## src/cxpl_defines.svh

```systemverilog
// Functional notes
// Shift on clock when selected and serial
// Forty-bit chain, output after forty clocks
// Parallel write of addressed slot, clock low
// Parallel write forces reserved bit high
// Update low latches follow first rank; the code also needs chip select low and reset released
// Reset low disables all outputs immediately
// Reset clears only second rank
// Serial out shows shift register MSB
// Serial input sampled on falling clock
// Slot order: enable, reserved, select MSB-first
// Host sends highest output slot first
// Enable low disables output, ignores rest
// Decode slot to one-hot input select
`ifndef CXPL_DEFINES_SVH
`define CXPL_DEFINES_SVH
`define CXPL_NUM_OUT 8
`define CXPL_SLOT_W 5
`define CXPL_CHAIN_W 40
`define CXPL_SEL_W 3
`define CXPL_EN_POS 4
`define CXPL_RSV_POS 3
`define CXPL_SEL_MSB 2
`define CXPL_SYNC_W 2
`endif

```

## src/cxpl_pkg.sv

```systemverilog
package cxpl_pkg;
  typedef logic [4:0] cxpl_slot_t;
  typedef logic [7:0] cxpl_onehot_t;
endpackage

```

## src/cxpl_dec_if.sv

```systemverilog
`timescale 1ns/1ns
interface cxpl_dec_if;
  logic [39:0] rank2;
  logic [7:0] enables;
  logic [63:0] selects;
  modport src (output rank2, input enables, selects);
  modport dec (input rank2, output enables, selects);
endinterface

```

## src/cxpl_decode.sv

```systemverilog
`timescale 1ns/1ns
`include "cxpl_defines.svh"
module cxpl_decode (
  // Second rank in, decoded controls out
  cxpl_dec_if.dec dif
);
  function automatic cxpl_pkg::cxpl_onehot_t cxpl_dec_slot(
    input cxpl_pkg::cxpl_slot_t s);
    cxpl_pkg::cxpl_onehot_t oh;
    oh = 8'h00;
    if (s[`CXPL_EN_POS]) begin
      oh[s[`CXPL_SEL_MSB:0]] = 1'b1;
    end
    return oh;
  endfunction

  genvar g;
  generate
    for (g = 0; g < `CXPL_NUM_OUT; g++) begin : g_out
      assign dif.enables[g] =
        dif.rank2[g*`CXPL_SLOT_W+`CXPL_EN_POS];
      assign dif.selects[g*8+:8] =
        cxpl_dec_slot(dif.rank2[g*`CXPL_SLOT_W+:`CXPL_SLOT_W]);
    end
  endgenerate
endmodule

```

## src/cxpl_top.sv

```systemverilog
`timescale 1ns/1ns
`include "cxpl_defines.svh"
module cxpl_top (
  // Clock and reset
  input wire logic mclk,
  input wire logic nrst,
  // Host programming pins
  input wire logic prog_clk,
  input wire logic chip_sel_n,
  input wire logic update_n,
  input wire logic serial_parallel_select,
  input wire logic serial_data_in,
  input wire logic [3:0] parallel_slot_data,
  input wire logic [2:0] output_slot_address,
  // Serial chain out
  output logic serial_data_out,
  // Switch array controls
  output logic [7:0] output_enable,
  output logic [63:0] input_select
);
  // ==========================================
  // Reset release and pin sync
  // ==========================================
  logic [1:0] rst_sync_r;
  logic rst_n;
  always_ff @(posedge mclk or negedge nrst) begin
    if (!nrst) rst_sync_r <= 2'h0;
    else rst_sync_r <= {rst_sync_r[0], 1'b1};
  end
  assign rst_n = rst_sync_r[1];

  // Pins are sampled without reset: first rank survives reset
  logic [9:0] meta_r, sync_r;
  always_ff @(posedge mclk) begin
    meta_r <= {prog_clk, chip_sel_n, update_n, serial_parallel_select,
      serial_data_in, parallel_slot_data, 1'b0};
    sync_r <= meta_r;
  end
  logic clk_s, cs_n_s, upd_n_s, par_s, sdi_s;
  logic [3:0] pd_s;
  assign {clk_s, cs_n_s, upd_n_s, par_s, sdi_s, pd_s} = sync_r[9:1];
  logic [2:0] adr_meta_r, adr_s;
  always_ff @(posedge mclk) begin
    adr_meta_r <= output_slot_address;
    adr_s <= adr_meta_r;
  end

  logic clk_d_r;
  always_ff @(posedge mclk) begin
    clk_d_r <= clk_s;
  end
  logic clk_fall;
  assign clk_fall = clk_d_r & ~clk_s;

  // ==========================================
  // First rank
  // ==========================================
  logic [39:0] rank1_r, rank1_nxt;
  always_comb begin
    rank1_nxt = rank1_r;
    if (!cs_n_s) begin
      if (!par_s && clk_fall) begin
        rank1_nxt = {rank1_r[38:0], sdi_s};
      end else if (par_s && !clk_s) begin
        rank1_nxt[adr_s*`CXPL_SLOT_W+:`CXPL_SLOT_W] =
          {pd_s[3], 1'b1, pd_s[2:0]};
      end
    end
  end
  always_ff @(posedge mclk) begin
    rank1_r <= rank1_nxt;
  end

  always_ff @(posedge mclk) begin
    serial_data_out <= rank1_r[`CXPL_CHAIN_W-1];
  end

  // ==========================================
  // Second rank
  // ==========================================
  // Raw nrst here so reset clears the outputs without waiting a clock
  logic [39:0] rank2_r;
  always_ff @(posedge mclk or negedge nrst) begin
    if (!nrst) rank2_r <= 40'h0;
    else if (!upd_n_s && !cs_n_s && rst_n) rank2_r <= rank1_r;
  end

  cxpl_dec_if dif ();
  assign dif.rank2 = rank2_r;
  cxpl_decode u_dec (
    .dif(dif)
  );

  always_ff @(posedge mclk or negedge nrst) begin
    if (!nrst) begin
      output_enable <= 8'h00;
      input_select <= 64'h0;
    end else begin
      output_enable <= dif.enables;
      input_select <= dif.selects;
    end
  end
endmodule

```

## config.mk

```make
export PLATFORM = sky130hd
export DESIGN_NAME = cxpl_top
export DESIGN_NICKNAME = d
export VERILOG_FILES = /design/src/cxpl_pkg.sv /design/src/cxpl_dec_if.sv /design/src/cxpl_decode.sv /design/src/cxpl_top.sv
export VERILOG_INCLUDE_DIRS = /design/src /design/src/src
export SDC_FILE = /design/constraint.sdc
export NUM_CORES = 1
export LEC_CHECK = 0
export ABC_AREA = 0
export BUFFER_PORTS_ARGS = -buffer_cell sky130_fd_sc_hd__buf_4
export CAP_MARGIN = 20
export CORE_MARGIN = 2
export CORE_UTILIZATION = 56
export CTS_CLUSTER_DIAMETER = 100
export DETAILED_ROUTE_END_ITERATION = 16
export PLACE_DENSITY = 0.88
export SETUP_SLACK_MARGIN = 0.02
export SYNTH_ARGS = -nofsm -noshare
export SYNTH_HDL_FRONTEND = slang
export SYNTH_SLANG_ARGS = --single-unit
```

## constraint.sdc

```tcl
create_clock -name mclk -period 2 [get_ports mclk]
set_input_delay 0.1 -clock mclk [delete_from_list [all_inputs] [get_ports mclk]]
set_output_delay 0.1 -clock mclk [all_outputs]
set_load 0.02 [all_outputs]
```

==> metrics.yaml <==
status: "complete, no violations"
critPathTopFamily: "simple AND/OR/NAND/NOR gates"
grt_pass1_vias: 3653
critPathMaxStageDelay_ns: 0.38
grt_usage: 0.206
final_common_cell: "dfrtp_1"
timing.final.max_slew_violations: 0
ys_types: 30
fin_area_um2: 7540
grt_first_pass_wirelength_um: 17600
cts.sinks: 172
wl_met3_um: 557
h-tree-depth: 4
min_path_type: "in -> async"
muxShareOfSynthArea: 0.0607
wl_um: 10900
cts_max_path_buffers: 2
grt-ovfl-total: 0
worstPathMaxFanout: 6
synthSimpleGateAreaFrac: 0.132
dr_wl_met2_um: 5800
path_clk_slew_ns: 0.06
cts_tree: "yes"
synth-seq-area-share: 0.737
num_vias: 3689
wl_per_cell_um: 15.1
io_pins: 87
drt_iter0_markers: 311
p_per_area_nw_per_um2: 1070
max_freq_ghz: 0.537
slowest_stage: "dfxtp_1"
synth_top_family_by_area: "simple AND/OR/NAND/NOR gates"
required_ns: 2.24
top_layer_used: "met4"
synth_warnings: 0
synth_top_flop_cell: "dfrtp_1"
post-dp-hpwl_um: 6830
synth_compound_area_frac: 0.0439
netlist_instances: 450
nets: 588
dieArea_um2: 11400
vdd_ir_drop_max_uv: 537
dieHeight_um: 107
port_buffers: 86
synth-seq-cells: 172
fin_skew_ns: 0.00646
routed_via_density: 5.12
rsz0062_at_grt: "yes"
syn_area_um2: 5930
p_leak_nw: 3.38
areaGrowthSynthToFinish_pct: 27.1
start_kind: "flop"
synth_edf_count: 40
wl_met1_um: 4260
crit_buf_inv: 2
numCtsBuffers: 17
finalHoldViolCount: 0
setup_viol: 0
initial_utilization: 0.575
yosys-top-cells-area: "dfrtp_1, edfxtp_1, dfxtp_1"
synth_fp_nets: 467
finalCritPeriodShare: 0.931
dr.pass1.iters: 7
antenna_found_initial: 0
synth-adder-area-share: 0.00633
row_count: 37
yosysTopAreaCell: "dfrtp_1"
path_class: "reg -> reg"
gp_congestion: 0.876
cp-end-kind: "flop"
synth.avg_cell_area_um2: 13.2
dpl_cell_area_um2: 6800
arrival_ns: 2.10
ant_nets: 0
synth_xor_area_frac: 0.00295
core_um2: 10300
post-cts-setup-buffers: 0
worstSkewPairLatency_ns: 0.53
max_slew_margin: 0.571
root_buffer: "clkbuf_8"
antenna_cells: 0
cap_violations: 0
worstPathCellList: "inv_1 -> ha_2 -> nor2_1 -> nand4_1 -> a21oi_1 -> buf_4"
synth-async-reset-ratio: 0.616
synth_top_area_share: 0.447
min_period_ns: 1.86
total_power_mw: 8.03
grt_max_degree: 52
layout_common_cells: "dfrtp_1, buf_4, nand2_1"
layout-drive-gt1-share: 0.284
tightest_slew_ns: 0.644
die_w_um: 107
drc: 0
==> metal layers <==
metal,GRT usage,vias up
li1,-,1760
met1,0.241,1773
met2,0.357,128
met3,0.0492,28
met4,0.103,0
met5,0,-
==> cells by family (layout without fill, tap and decap cells) <==
family,Yosys count,after routing
adder cells (fa/ha/maj),3,3
flip-flops,172,172
buffers and inverters,15,149
AO/OA/AOI/OAI,52,52
XOR/XNOR,2,2
multiplexers,32,32
other,1,1
AND/OR/NAND/NOR,173,173
==> synthesized netlist by cell type, types with 2 or more instances <==
cell      count
a21oi_1       8
and3b_1       2
buf_2         4
buf_6         4
clkbuf_1      2
clkbuf_2      2
dfrtp_1     106
dfxtp_1      26
edfxtp_1     40
ha_1          3
inv_1         3
mux2_1        2
mux2_2       30
nand2_1      72
nand2b_1     24
nor2_1       50
nor2b_1       2
nor3_1       16
o21ai_0      36
o21ai_1       8
==> worst paths after layout <==
check	start	to	slack [ns]	depth (start not counted)
max in group asynchronous	nrst	input_select[24]	1.23	3
max reg2reg	adr_s[1]	rank1_r[4]	0.14	6
max	adr_s[1]	rank1_r[4]	0.14	6
min	nrst	input_select[10]	0.14	2
min in group mclk	output_slot_address[2]	adr_meta_r[2]	0.21	2
min reg2reg	meta_r[4]	sync_r[4]	0.33	0
==> repair_timing <==
action | in CTS | in global routing
hold buffers | 13 | 0
setup endpoints to repair | 0 | 40
gates resized for setup | 0 | 4
hold endpoints to repair | 60 | 0
==> metrics by stage <==
step | utilization | TNS, ns | std cells | setup slack (ns) | hold slack [ns]
after floorplan | - | 0 | 450 | 0.156 | -0.196
after global placement | 0.658 | 0 | 675 | 0.137 | 0.155
after detailed placement | 0.658 | 0 | 675 | 0.0763 | 0.172
after CTS | 0.728 | 0 | 720 | 0.0572 | 0.155
after global routing | 0.730 | -0.0965 | 720 | -0.0201 | 0.196
final | 0.730 | 0 | 720 | 0.138 | 0.143
==> power by group <==
group | internal (mW) | switching [mW]
clock network | 1.96 | 1.26
registers | 3.83 | 0.162
logic | 0.359 | 0.459
total | 6.15 | 1.88
==> worst reg2reg max path: stages (launching register included) <==
cell and delay, ns:
dfxtp_1 0.38, inv_1 0.10, ha_2 0.28, nor2_1 0.17, nand4_1 0.27, a21oi_1 0.22
buf_4 0.16
==> state kept, by name, summed over array words and instances, names as in the netlist, 2 cells and up <==
| name | cells |
|---|---|
| meta_r | 9 |
| adr_s | 3 |
| input_select | 64 |
| rst_sync_r | 2 |
| rank1_r | 40 |
| sync_r | 9 |
| adr_meta_r | 3 |
| dif.rank2 | 32 |
| output_enable | 8 |
==> area by class of cell <==
| class | instances | area [um2] |
|---|---|---|
| clock buffer | 23 | 489 |
| clock inverter | 9 | 104 |
| fill | 671 | 2790 |
| inverter | 3 | 11.3 |
| multi-input combinational | 263 | 1490 |
| sequential | 172 | 4380 |
| tap | 136 | 170 |
| timing repair buffer | 114 | 901 |
Note: power is estimated with default switching activity, not from simulation.
